`src/ccss_pkg.sv`:
```
package ccss_pkg;

  localparam int REF_CLK_HZ = 100_000_000;
  localparam int SLOW_OSC_HZ = 32_768;
  localparam int FAST_OSC_HZ = 4_000_000;
  localparam int SLOW_DIV = REF_CLK_HZ / SLOW_OSC_HZ;
  localparam int FAST_DIV = REF_CLK_HZ / FAST_OSC_HZ;
  localparam int INSTR_CLKS = 2;

  localparam int ADDR_W = 16;
  localparam logic [ADDR_W-1:0] CTRL_ADDR = 16'hff00;
  localparam logic [ADDR_W-1:0] STAT_ADDR = 16'hff04;
  localparam int WORD_LSB = 2;

  localparam int SEL_BIT = 3;
  localparam int EN_BIT = 2;
  localparam int VDC_BIT = 0;
  localparam int STAT_FAST_BIT = 0;
  localparam int STAT_RUN_BIT = 1;
  localparam int STAT_SLOW_BIT = 2;

  localparam logic [1:0] RESP_OKAY = 2'h0;
  localparam logic [1:0] RESP_SLVERR = 2'h2;

  typedef struct packed {
    logic cpu_clock_select;
    logic fast_osc_enable;
    logic voltage_select_bit;
  } ccss_ctrl_t;

  localparam ccss_ctrl_t CTRL_RESET = '{1'b0, 1'b0, 1'b0};

  typedef struct packed {
    logic slow_tick;
    logic fast_tick;
  } ccss_osc_t;

endpackage

```
`src/ccss_tick_div.sv`:
```
`timescale 1ns/100ps
module ccss_tick_div #(
  parameter int DIV = 25
) (
  // Clock and reset.
  input wire logic i_ref_clk,
  input wire logic i_rst,
  // Control and tick.
  input wire logic i_run,
  output logic o_tick
);
  import ccss_pkg::*;

  localparam int CW = $clog2(DIV) + 1;
  localparam logic [CW-1:0] LAST = CW'(DIV - 1);

  typedef struct packed {
    logic [CW-1:0] cnt;
    logic tick;
  } ccss_div_st_t;

  ccss_div_st_t st_ff;
  ccss_div_st_t nxt_st;

  // A stopped oscillator restarts from a full period, so its first
  // tick after enable is never a short one.
  always_comb begin
    nxt_st = st_ff;
    nxt_st.tick = 1'b0;
    if (!i_run) begin
      nxt_st.cnt = '0;
    end else if (st_ff.cnt == LAST) begin
      nxt_st.cnt = '0;
      nxt_st.tick = 1'b1;
    end else begin
      nxt_st.cnt = st_ff.cnt + CW'(1);
    end
  end

  always_ff @(posedge i_ref_clk) begin
    if (i_rst) begin
      st_ff <= '0;
    end else begin
      st_ff <= nxt_st;
    end
  end

  assign o_tick = st_ff.tick;
endmodule

```
`src/ccss_clk_switch.sv`:
```
`timescale 1ns/100ps
module ccss_clk_switch (
  // Clock and reset.
  input wire logic i_ref_clk,
  input wire logic i_rst,
  // Oscillator ticks and selection.
  input wire ccss_pkg::ccss_osc_t i_osc,
  input wire logic i_sel_fast,
  input wire logic i_fast_run,
  // Gated CPU clock and state.
  output logic o_cpu_tick,
  output logic o_on_fast,
  output logic o_on_slow
);
  import ccss_pkg::*;

  typedef struct packed {
    logic slow_on;
    logic fast_on;
    logic tick;
  } ccss_sw_st_t;

  ccss_sw_st_t st_ff;
  ccss_sw_st_t nxt_st;
  logic want_fast;

  // A stopped fast source is never taken up: the CPU would otherwise
  // drop the slow clock and then wait for ticks that never come.
  assign want_fast = i_sel_fast & i_fast_run;

  // Each source is released on its own tick, or the fast one when it stops,
  // and the other is taken up only on its own tick, so no runt period reaches the CPU.
  always_comb begin
    nxt_st = st_ff;
    nxt_st.tick = (i_osc.slow_tick & st_ff.slow_on) |
                  (i_osc.fast_tick & st_ff.fast_on);
    if (want_fast) begin
      if (st_ff.slow_on && i_osc.slow_tick) begin
        nxt_st.slow_on = 1'b0;
      end
      if (!st_ff.slow_on && !st_ff.fast_on && i_osc.fast_tick) begin
        nxt_st.fast_on = 1'b1;
      end
    end else begin
      if (st_ff.fast_on && i_osc.fast_tick) begin
        nxt_st.fast_on = 1'b0;
      end
      if (!st_ff.slow_on && !st_ff.fast_on && i_osc.slow_tick) begin
        nxt_st.slow_on = 1'b1;
      end
    end
    // A stopped fast oscillator gives no more ticks; drop it so the
    // slow clock can be picked up again instead of stalling forever.
    if (!i_fast_run) begin
      nxt_st.fast_on = 1'b0;
    end
  end

  always_ff @(posedge i_ref_clk) begin
    if (i_rst) begin
      st_ff <= '{slow_on: 1'b1, fast_on: 1'b0, tick: 1'b0};
    end else begin
      st_ff <= nxt_st;
    end
  end

  assign o_cpu_tick = st_ff.tick;
  assign o_on_fast = st_ff.fast_on;
  assign o_on_slow = st_ff.slow_on;
endmodule

```
`src/ccss_top.sv`:
```
`timescale 1ns/100ps
module ccss_top #(
  parameter int SLOW_DIVIDE = ccss_pkg::SLOW_DIV,
  parameter int FAST_DIVIDE = ccss_pkg::FAST_DIV
) (
  // Clock and reset.
  input wire logic i_ref_clk,
  input wire logic i_rst,
  // AXI4-Lite write address channel.
  input wire logic i_awvalid,
  output logic o_awready,
  input wire logic [ccss_pkg::ADDR_W-1:0] i_awaddr,
  input wire logic [2:0] i_awprot,
  // AXI4-Lite write data channel.
  input wire logic i_wvalid,
  output logic o_wready,
  input wire logic [31:0] i_wdata,
  input wire logic [3:0] i_wstrb,
  // AXI4-Lite write response channel.
  output logic o_bvalid,
  input wire logic i_bready,
  output logic [1:0] o_bresp,
  // AXI4-Lite read address channel.
  input wire logic i_arvalid,
  output logic o_arready,
  input wire logic [ccss_pkg::ADDR_W-1:0] i_araddr,
  input wire logic [2:0] i_arprot,
  // AXI4-Lite read data channel.
  output logic o_rvalid,
  input wire logic i_rready,
  output logic [31:0] o_rdata,
  output logic [1:0] o_rresp,
  // Clock enables towards the CPU and the peripherals.
  output logic o_cpu_clk_en,
  output logic o_instr_cycle_en,
  output logic o_fast_clk_en,
  output logic o_slow_clk_en,
  // Oscillator and switch state.
  output logic o_fast_osc_run,
  output logic o_cpu_on_fast
);
  import ccss_pkg::*;

  typedef struct packed {
    logic awready;
    logic wready;
    logic aw_held;
    logic [ADDR_W-1:0] aw_addr;
    logic w_held;
    logic [3:0] w_data;
    logic w_lane0;
    logic bvalid;
    logic [1:0] bresp;
    logic arready;
    logic rvalid;
    logic [31:0] rdata;
    logic [1:0] rresp;
    ccss_ctrl_t ctrl;
    logic [1:0] instr_cnt;
    logic instr_en;
    logic cpu_en;
    logic fast_en;
    logic slow_en;
    logic on_fast;
  } ccss_top_st_t;

  localparam logic [1:0] INSTR_LAST = 2'(INSTR_CLKS - 1);

  ccss_top_st_t st_ff;
  ccss_top_st_t nxt_st;
  ccss_osc_t osc;
  logic slow_tick;
  logic fast_tick;
  logic cpu_tick;
  logic sw_on_fast;
  logic sw_on_slow;
  logic [3:0] ctrl_word;
  logic [3:0] stat_word;
  logic aw_take;
  logic w_take;
  logic ar_take;
  logic wr_ctrl;
  logic wr_stat;
  logic rd_ctrl;
  logic rd_stat;

  ccss_tick_div #(
    .DIV(SLOW_DIVIDE)
  ) u_slow_div (
    .i_ref_clk(i_ref_clk),
    .i_rst(i_rst),
    .i_run(1'b1),
    .o_tick(slow_tick)
  );

  ccss_tick_div #(
    .DIV(FAST_DIVIDE)
  ) u_fast_div (
    .i_ref_clk(i_ref_clk),
    .i_rst(i_rst),
    .i_run(st_ff.ctrl.fast_osc_enable),
    .o_tick(fast_tick)
  );

  assign osc = '{slow_tick: slow_tick, fast_tick: fast_tick};

  ccss_clk_switch u_switch (
    .i_ref_clk(i_ref_clk),
    .i_rst(i_rst),
    .i_osc(osc),
    .i_sel_fast(st_ff.ctrl.cpu_clock_select),
    .i_fast_run(st_ff.ctrl.fast_osc_enable),
    .o_cpu_tick(cpu_tick),
    .o_on_fast(sw_on_fast),
    .o_on_slow(sw_on_slow)
  );

  // Bit 1 is not built, so it always reads back as zero.
  always_comb begin
    ctrl_word = '0;
    ctrl_word[SEL_BIT] = st_ff.ctrl.cpu_clock_select;
    ctrl_word[EN_BIT] = st_ff.ctrl.fast_osc_enable;
    ctrl_word[VDC_BIT] = st_ff.ctrl.voltage_select_bit;
  end

  always_comb begin
    stat_word = '0;
    stat_word[STAT_FAST_BIT] = sw_on_fast;
    stat_word[STAT_RUN_BIT] = st_ff.ctrl.fast_osc_enable;
    stat_word[STAT_SLOW_BIT] = sw_on_slow;
  end

  assign aw_take = i_awvalid & st_ff.awready;
  assign w_take = i_wvalid & st_ff.wready;
  assign ar_take = i_arvalid & st_ff.arready;
  assign wr_ctrl =
    st_ff.aw_addr[ADDR_W-1:WORD_LSB] == CTRL_ADDR[ADDR_W-1:WORD_LSB];
  assign wr_stat =
    st_ff.aw_addr[ADDR_W-1:WORD_LSB] == STAT_ADDR[ADDR_W-1:WORD_LSB];
  assign rd_ctrl =
    i_araddr[ADDR_W-1:WORD_LSB] == CTRL_ADDR[ADDR_W-1:WORD_LSB];
  assign rd_stat =
    i_araddr[ADDR_W-1:WORD_LSB] == STAT_ADDR[ADDR_W-1:WORD_LSB];

  always_comb begin
    nxt_st = st_ff;

    // Address and data are captured independently, in either order.
    if (aw_take) begin
      nxt_st.aw_held = 1'b1;
      nxt_st.aw_addr = i_awaddr;
    end
    if (w_take) begin
      nxt_st.w_held = 1'b1;
      nxt_st.w_data = i_wdata[3:0];
      nxt_st.w_lane0 = i_wstrb[0];
    end

    if (st_ff.bvalid && i_bready) begin
      nxt_st.bvalid = 1'b0;
    end

    // The write is done only when both halves are present and the
    // previous response has gone, so one write is in flight at a time.
    if (st_ff.aw_held && st_ff.w_held && !st_ff.bvalid) begin
      nxt_st.aw_held = 1'b0;
      nxt_st.w_held = 1'b0;
      nxt_st.bvalid = 1'b1;
      nxt_st.bresp = RESP_OKAY;
      if (wr_ctrl) begin
        if (st_ff.w_lane0) begin
          nxt_st.ctrl.fast_osc_enable = st_ff.w_data[EN_BIT];
          nxt_st.ctrl.voltage_select_bit =
            st_ff.w_data[VDC_BIT];
          // The select bit follows the voltage bit in the same write;
          // with that bit clear the CPU stays on the slow clock.
          nxt_st.ctrl.cpu_clock_select =
            st_ff.w_data[SEL_BIT] & st_ff.w_data[VDC_BIT];
        end
      end else if (!wr_stat) begin
        nxt_st.bresp = RESP_SLVERR;
      end
    end

    nxt_st.awready = !nxt_st.aw_held;
    nxt_st.wready = !nxt_st.w_held;

    // Reads answer in the cycle after the address is taken.
    if (st_ff.rvalid && i_rready) begin
      nxt_st.rvalid = 1'b0;
    end
    if (ar_take) begin
      nxt_st.rvalid = 1'b1;
      nxt_st.rresp = RESP_OKAY;
      nxt_st.rdata = '0;
      if (rd_ctrl) begin
        nxt_st.rdata[3:0] = ctrl_word;
      end else if (rd_stat) begin
        nxt_st.rdata[3:0] = stat_word;
      end else begin
        nxt_st.rresp = RESP_SLVERR;
      end
    end
    nxt_st.arready = !nxt_st.rvalid;

    // One instruction cycle spans two CPU clock periods on either
    // source, so the rate scales with the selected oscillator.
    nxt_st.instr_en = 1'b0;
    if (cpu_tick) begin
      if (st_ff.instr_cnt == INSTR_LAST) begin
        nxt_st.instr_cnt = '0;
        nxt_st.instr_en = 1'b1;
      end else begin
        nxt_st.instr_cnt = st_ff.instr_cnt + 2'h1;
      end
    end

    nxt_st.cpu_en = cpu_tick;
    nxt_st.fast_en = osc.fast_tick;
    nxt_st.slow_en = osc.slow_tick;
    nxt_st.on_fast = sw_on_fast;
  end

  always_ff @(posedge i_ref_clk) begin
    if (i_rst) begin
      st_ff <= '0;
      st_ff.ctrl <= CTRL_RESET;
    end else begin
      st_ff <= nxt_st;
    end
  end

  assign o_awready = st_ff.awready;
  assign o_wready = st_ff.wready;
  assign o_bvalid = st_ff.bvalid;
  assign o_bresp = st_ff.bresp;
  assign o_arready = st_ff.arready;
  assign o_rvalid = st_ff.rvalid;
  assign o_rdata = st_ff.rdata;
  assign o_rresp = st_ff.rresp;
  assign o_cpu_clk_en = st_ff.cpu_en;
  assign o_instr_cycle_en = st_ff.instr_en;
  assign o_fast_clk_en = st_ff.fast_en;
  assign o_slow_clk_en = st_ff.slow_en;
  assign o_fast_osc_run = st_ff.ctrl.fast_osc_enable;
  assign o_cpu_on_fast = st_ff.on_fast;
endmodule

```
`config.mk`:
```
export PLATFORM = sky130hd
export DESIGN_NAME = ccss_top
export DESIGN_NICKNAME = d
export VERILOG_FILES = /design/src/ccss_pkg.sv /design/src/ccss_tick_div.sv /design/src/ccss_clk_switch.sv /design/src/ccss_top.sv
export SDC_FILE = /design/constraint.sdc
export NUM_CORES = 1
export LEC_CHECK = 0
export ABC_AREA = 0
export BUFFER_PORTS_ARGS = -buffer_cell sky130_fd_sc_hd__clkbuf_2
export CORE_MARGIN = 2
export CORE_UTILIZATION = 30
export DETAILED_ROUTE_END_ITERATION = 10
export PLACE_DENSITY = 0.57
export SLEW_MARGIN = 10
export SYNTH_ARGS = -nofsm -noshare
export SYNTH_HDL_FRONTEND = slang
export SYNTH_HIERARCHICAL = 1
export SYNTH_SLANG_ARGS = --single-unit
export TNS_END_PERCENT = 20
```
`constraint.sdc`:
```
create_clock -name i_ref_clk -period 3.6 [get_ports i_ref_clk]
set_input_delay 0.18 -clock i_ref_clk [delete_from_list [all_inputs] [get_ports i_ref_clk]]
set_output_delay 0.18 -clock i_ref_clk [all_outputs]
set_load 0.1 [all_outputs]
```
Yosys cells after proc, flatten, opt, wreduce, memory -nomap -nowiden:

Cells that the tools add are included.
W data, S select, Z words.

* register bits: 70
* output and inout bits: 47

* add/subtract/negate cells: 3
* equal/unequal tests: 9
* muxes and demuxes: 23
* bitwise operators: 10
* reductions and logical operators: 25

Operators by type and width (number)
* $eq A14 B14 Y1 const B: 4
* $mux W35: 1
* $mux W17: 1
* $add A13 B1 Y13 const B: 1
* $eq A13 B12 Y1 const B: 1
* $mux W2: 6
* $mux W1: 11
* $logic_and A1 B1 Y1: 9
* $and A1 B1 Y1: 7
* $add A6 B1 Y6 const B: 1
* $eq A6 B5 Y1 const B: 1
* $logic_not A1 Y1: 6
* $mux W3: 2
* $mux W6: 1
* $reduce_bool A2 Y1: 3
* $reduce_or A2 Y1: 3
* $mux W4: 1
* $ne A2 B2 Y1 const B: 2
* $reduce_and A2 Y1: 2
* $reduce_and A3 Y1: 1
* $reduce_or A3 Y1: 1
* $add A2 B1 Y2 const B: 1
* $eq A2 B1 Y1 const B: 1
* $not A1 Y1: 2
* $or A1 B1 Y1: 1

Longest topological paths before layout:

Gate-level depths: netlist (run 1).

* depth after elaboration: 5
* gate-level depth with buffers: 7
* depth with buffers taken out: 6

Hierarchy:

The synthesis (run 1) kept the hierarchy.

By module, submodules not included
* ccss_top: instances 1, cells an instance 209, area an instance 1790.5 um^2
* ccss_tick_div at u_slow_div: instances 1, cells an instance 65, area an instance 678.2 um^2
* ccss_tick_div at u_fast_div: instances 1, cells an instance 31, area an instance 286.5 um^2
* ccss_clk_switch: instances 1, cells an instance 12, area an instance 118.9 um^2

Worst setup path after synthesis (run 1):

No wires, ideal clock.

* path kind: register -> register
* start: register st_ff (netlist bit o_awready)
* end: register st_ff[70] (netlist name)
* library setup time: 0.071 ns
* arrival time: 1.804 ns
* data required time: 3.529 ns
* setup slack: 1.725 ns
* cell stages (with the launch flop): 6
* path buffers: 2
* clock period less this slack: 1.875 ns
* path through: dfxtp_1 and2_1 clkbuf_1 clkbuf_1 nand2_1 a21oi_1

* cells in the longest elaborated chain, start to end: 1

Ends and longest elaborated chain
* from (decl): RTL line ccss_top.sv:69 `ccss_top_st_t st_ff;`
* from (signal assigned): RTL line ccss_top.sv:229 `st_ff <= nxt_st;`
* $and A1 B1 Y1: RTL line ccss_top.sv:133 `assign aw_take = i_awvalid & st_ff.awready;`

No other way between the ends.
A chain may end at the register's enable or synchronous reset.

Worst setup path after layout (run 1):

* start: register st_ff (netlist bit o_fast_osc_run)
* end: output port o_fast_osc_run

RTL lines
* to (decl): RTL line ccss_top.sv:39 `output logic o_fast_osc_run,`

No word-level cell between the ends.

==> results of run 1 <==
==> layout make-up <==
class                      count  area (um^2)  share of cell area, %
clock buffer                  11          141                   4.31
clock inverter                 5         31.3                  0.954
inverter                       8         30.0                  0.916
multi-input combinational    230         1340                   40.8
sequential                    65         1300                   39.7
tap                          129          161                   4.92
timing repair buffer          55          275                   8.39
==> per-layer routing <==
metal  GRT usage, %  routed length [um]  vias to the layer above
li1               -                   -                     1105
met1           12.4                2400                      979
met2           17.4                2300                       81
met3           4.45                 402                        9
met4           5.33                  93                        0
met5              0                   0                        -
==> worst max path at each step <==
stage                     cells after the start      startpoint             end  slack [ns]
after floorplan                               5       o_awready       st_ff[70]        1.73
after global placement                        4           i_rst    ctrl_word[3]        2.01
after detailed placement                      4           i_rst    ctrl_word[3]        2.04
after CTS                                     1  o_fast_osc_run  o_fast_osc_run        2.07
after global routing                          4        o_bvalid    ctrl_word[3]        1.98
final                                         1  o_fast_osc_run  o_fast_osc_run        2.09
==> power breakdown <==
group / total [mW] / internal, mW / switching, mW
Sequential: 0.749 / 0.737 / 0.0116
Clock: 0.531 / 0.266 / 0.266
Combinational: 0.252 / 0.0357 / 0.216
==> registers in the layout, summed over array words and instances (netlist names), 2 cells and up <==
name,cells
u_fast_div/st_ff,6
o_rdata,4
ctrl_word,2
st_ff,22
u_slow_div/st_ff,13
==> tightest hold or removal path, stage by stage <==
cell and delay (ns):
clkbuf_2 0.08, nand2_1 0.05, a21oi_1 0.05
==> cell usage after synthesis, types with 4 or more instances <==
| cell | count | area [um^2] |
|---|---|---|
| a21oi_1 | 25 | 125 |
| buf_4 | 36 | 270 |
| clkbuf_1 | 7 | 26.3 |
| dfxtp_1 | 65 | 1300 |
| ha_1 | 4 | 50.1 |
| inv_1 | 8 | 30.0 |
| nand2_1 | 49 | 184 |
| nand2b_1 | 4 | 25.0 |
| nand3_1 | 5 | 25.0 |
| nand4_1 | 7 | 43.8 |
| nor2_1 | 20 | 75.1 |
| nor2_2 | 10 | 62.6 |
| nor2b_1 | 7 | 43.8 |
| nor3_1 | 8 | 40.0 |
| xnor2_1 | 7 | 61.3 |
| xor2_1 | 8 | 70.1 |
==> metrics by stage <==
step | instance area, um^2 | utilization (%) | hold WS, ns
after floorplan | 2990 | - | 0.252
after global placement | 3110 | 33.5 | 0.406
after detailed placement | 3110 | 33.5 | 0.407
after CTS | 3280 | 35.3 | 0.0429
after global routing | 3280 | 35.3 | 0.0446
final | 3280 | 35.3 | 0.0630
==> cells by family (layout without fill, tap and decap cells) <==
logic type               count (synthesis)  count (layout)  synth area share (%)
flip-flops                              65              65                  45.3
AO/OA/AOI/OAI                           39              39                  8.23
XOR/XNOR                                15              15                  4.57
multiplexers                             2               2                 0.784
other                                    2              32                 0.261
buffers and inverters                   52              79                  12.1
AND/OR/NAND/NOR                        138             138                  27.1
adder cells (fa/ha/maj)                  4               4                  1.74
==> impl_metrics.ini, run 1 <==
[clock_tree]
clockRootBuffer = clkbuf_8
insertion_delay_ns = 0.33
cts_tree = done
cts_hold_buf = 0
cts.sinks = 65
cts_resized = 0
clk_pin_slew_ns = 0.07
numCtsBuffers = 9
cts_setup_buffers = 0
htreeDepth = 3
clockBufferDepth = 2

[placed_design]
post-dp-hpwl_um = 3770
dp.cells = 487
place_ws_ns = 2.04
gp_congestion = 0.734
io_buffer_count = 55

[global_route]
antenna_found_initial = 0
grt_pass1_wl_um = 8700
grt_pass1_vias = 1995
grt_max_degree = 45
grtUsageTotal_pct = 10.8
overflow = 0

[cells_and_area]
final_layout_size_suffix_gt1_share_pct = 24.9
nFillCells = 996
antenna_cells = 0
syn2layout_area_growth_pct = 14.1
layout_common_cells = dfxtp_1 (65), clkbuf_2 (55), nand2_1 (49)
final_nets = 454
layout.cells.non_filler = 503
layout_commonest_cell = dfxtp_1

[floorplanning]
dieArea_um2 = 10400
design.core.area_um2 = 9280
row_count = 35
die_x_um = 102
die_h_um = 102
initial_core_util_pct = 31.0
ios = 128

[power_and_ir_drop]
peakVddDrop_mv = 0.208
power.density_nw_per_um2 = 467
power_mw = 1.53
leakage_nw = 1.33

[synth]
yosysSeqAreaShare_pct = 45.3
yosys_warnings = 6
synth_seq_cells = 65
synth_edf_count = 0
async_flop_share_pct = 0
avgSynthCellArea_um2 = 9.07
synth_cells = 317
syn-cell-area_um2 = 2870
yosysUniqueCellTypes = 42
ys.flop_type = dfxtp_1

[timing]
slew_headroom_pct = 40.1
final.setup.tns_ns = 0
rsz0062_at_grt = no
fin_ws_ns = 2.09
finalSetupViolations = 0
max_freq_mhz = 663
min_period_ns = 1.51
post-route-period-util_pct = 41.9
report.final.hold_viol_count = 0
maxSlewViolCount = 0
worstMarginPinSlew_ns = 0.899
worst_clock_skew_ns = 0.00771

[route]
first_iter_violations = 77
drt_wl_total_um = 5200
routed_via_density = 4.32
vias = 2174
wire_per_inst_um = 10.3
antenna_left = 0
drc = 0
drtPass1Iterations = 4

[worst_setup_path]
crit_path_end_kind = primary output
start_kind = flop
cp_top_family = buffers and inverters
worstReg2RegStart = o_bvalid
r2r_cells = 4
worst-path-max-fanout = 6
cpPeakStageDelay_ns = 0.51
worstPathCellList = clkbuf_2
timing.rr.end = ctrl_word[3]
arrival_ns = 1.33
crit_slowest_cell = clkbuf_2
ff2ff_setup_slack_ns = 2.14
critPathKind = reg -> out
cp.required_ns = 3.42
crit_buf_inv = 1

[hold_path]
worst_hold_path_type = in -> reg
min_path_cells = 3
min_to = st_ff[64]
min_from = i_awaddr[9]

[status]
status = complete, no violations

[job]
cap_viol_max_count = 0
(Power assumes the default switching activity.)
==> run 2: changes to the inputs <==
==> constraint.sdc (replaced) <==
create_clock -name i_ref_clk -period 1.51 [get_ports i_ref_clk]
set_input_delay 0.0755 -clock i_ref_clk [delete_from_list [all_inputs] [get_ports i_ref_clk]]
set_output_delay 0.0755 -clock i_ref_clk [all_outputs]
set_load 0.1 [all_outputs]
==> run 2 against run 1 <==
Hold slack worse by 0.041 ns; count of clock-buffer cells in the layout is 2 higher; core utilization is 3.3 points higher; setup slack worse by 2.0 ns; cell area is 9.3% higher; sequential power is 140% higher; flip-flop and latch count stayed put; combinational power grew to 2.6 times the previous value; clock skew hardly changed; sequential share of layout area is 3.2 points lower; total power grew to 2.6 times the previous value.
==> impl_metrics.ini, run 2 (same netlist as run 1, synthesis figures left out) <==
[cells_and_area]
final_nets = 477
seqCellArea_um2 = 1310
design_area_um2 = 3580
largest_reg_flops = 22
layout_commonest_cell = dfxtp_1
multi_input_area_um2 = 1380
syn2layout_area_growth_pct = 24.7
fin_util_pct = 38.6
top_register = st_ff
final_layout_size_suffix_gt1_share_pct = 25.2
antenna_cells = 0
largestRegisters = st_ff x22, u_slow_div/st_ff x13, u_fast_div/st_ff x6
layout_common_cells = dfxtp_1 (62), clkbuf_2 (55), nand2_1 (49)
nFillCells = 986

[job]
cap_viol_max_count = 0

[global_route]
grt_max_degree = 26
grtUsageTotal_pct = 10.9
grt_pass1_vias = 2004
grt_pass1_wl_um = 8740
overflow = 0
antenna_found_initial = 0

[worst_setup_path]
crit_path_end_kind = primary output
arrival_ns = 1.36
cp.required_ns = 1.43
cpPeakStageDelay_ns = 0.52
critPathKind = reg -> out
crit_slowest_cell = clkbuf_2
crit_buf_inv = 1
worst-path-max-fanout = 6
start_kind = flop
worstPathCellList = clkbuf_2
cp_top_family = buffers and inverters

[floorplanning]
design.core.area_um2 = 9280
initial_core_util_pct = 31.0
die_x_um = 102
die_h_um = 102
ios = 128
row_count = 35
dieArea_um2 = 10400

[clock_tree]
cts.sinks = 65
clockBufferDepth = 2
clockRootBuffer = clkbuf_8
htreeDepth = 3
cts_tree = done
cts_setup_buffers = 0
numCtsBuffers = 9
insertion_delay_ns = 0.34
clk_pin_slew_ns = 0.07

[timing]
finalSetupViolations = 0
worst_clock_skew_ns = 0.00728
slew_headroom_pct = 63.6
report.final.hold_viol_count = 0
post-route-period-util_pct = 94.9
final.setup.tns_ns = 0
min_period_ns = 1.43
worstMarginPinSlew_ns = 0.548
holdWs_ns = 0.0221
maxSlewViolCount = 0
max_freq_mhz = 698

[route]
drt_wl_total_um = 5550
drc = 0
antenna_left = 0
wire_per_inst_um = 10.5
first_iter_violations = 58
drtPass1Iterations = 4
vias = 2228
routed_via_density = 4.24

[power_and_ir_drop]
p_comb_share_pct = 16.1
peakVddDrop_mv = 0.612
p_seq_share_pct = 44.3
internal_power_mw = 2.86
p_sw_share_pct = 29.1
leakage_nw = 1.47
clockPowerShare_pct = 39.6
power.density_nw_per_um2 = 1130
p_switching_mw = 1.18
power_mw = 4.03

[hold_path]
worst_hold_path_type = in -> reg

[placed_design]
gp_congestion = 0.728
post-dp-hpwl_um = 3920
place_area_um2 = 3140
io_buffer_count = 55

[status]
status = complete, no violations
[run 2: cell count changes in the layout (fill, tap and decap cells not counted), moves of 2 or more]
cell / change
buf_4: +3
bufinv_16: +2
clkbuf_1: +2
clkinv_2: -2
dfxtp_1: -3
dfxtp_2: +2
dlygate4sd3_1: +19
[run 2: through the flow]
| stage | cells | worst slack, ns |
|---|---|---|
| finish | 526 | 0.0770 |
| global route | 526 | -0.00736 |
| CTS | 525 | 0.0576 |
| detailed placement | 490 | 0.0735 |
| global placement | 490 | 0.102 |
| floorplan | 347 | -0.0944 |
[run 2: timing repair]
action,4_1_cts,5_1_grt
resized for setup,0,5
setup endpoints to repair,0,14
hold buffers,19,0
hold endpoints to repair,19,0
[run 2: power groups by stage]
stage | Clock (mW) | Sequential, mW | Combinational, mW
after CTS | 1.65 | 1.78 | 0.645
after global placement | 0 | 1.82 | 0.605
after floorplan | 0 | 1.89 | 0.518
final | 1.60 | 1.79 | 0.652
after detailed placement | 0 | 1.82 | 0.607
after global routing | 1.72 | 1.79 | 0.689
[run 2: final timing paths]
kind / slack, ns / cells after the start / from / endpoint
worst max-delay path: 0.08 / 1 / o_fast_osc_run / o_fast_osc_run
worst max register to register: 0.09 / 4 / o_bvalid / ctrl_word[3]
worst min register to register: 0.42 / 1 / st_ff[6] / o_instr_cycle_en
worst min-delay path: 0.02 / 3 / i_rready / o_rvalid
[run 2: layout make-up]
type | count | share of cell area, %
Clock buffer | 13 | 4.15
Clock inverter | 3 | 1.82
Inverter | 8 | 0.838
Multi-Input combinational cell | 231 | 38.6
Sequential cell | 65 | 36.5
Tap cell | 129 | 4.50
Timing Repair Buffer | 77 | 13.6
[run 2: worst reg2reg max path, cell delays in order, from the launching register on]
cell and delay [ns]:
dfxtp_2 0.33, nand3b_4 0.20, or3b_4 0.43, o311ai_1 0.24, o31ai_1 0.11
[run 2: metal layers]
metal  GRT usage (%)  part of all wire (%)  wire, um
met4            6.46                   2.5       139
met2            17.7                    46      2540
met1            12.8                    46      2560
met3            2.94                   5.5       307
met5               0                     0         0
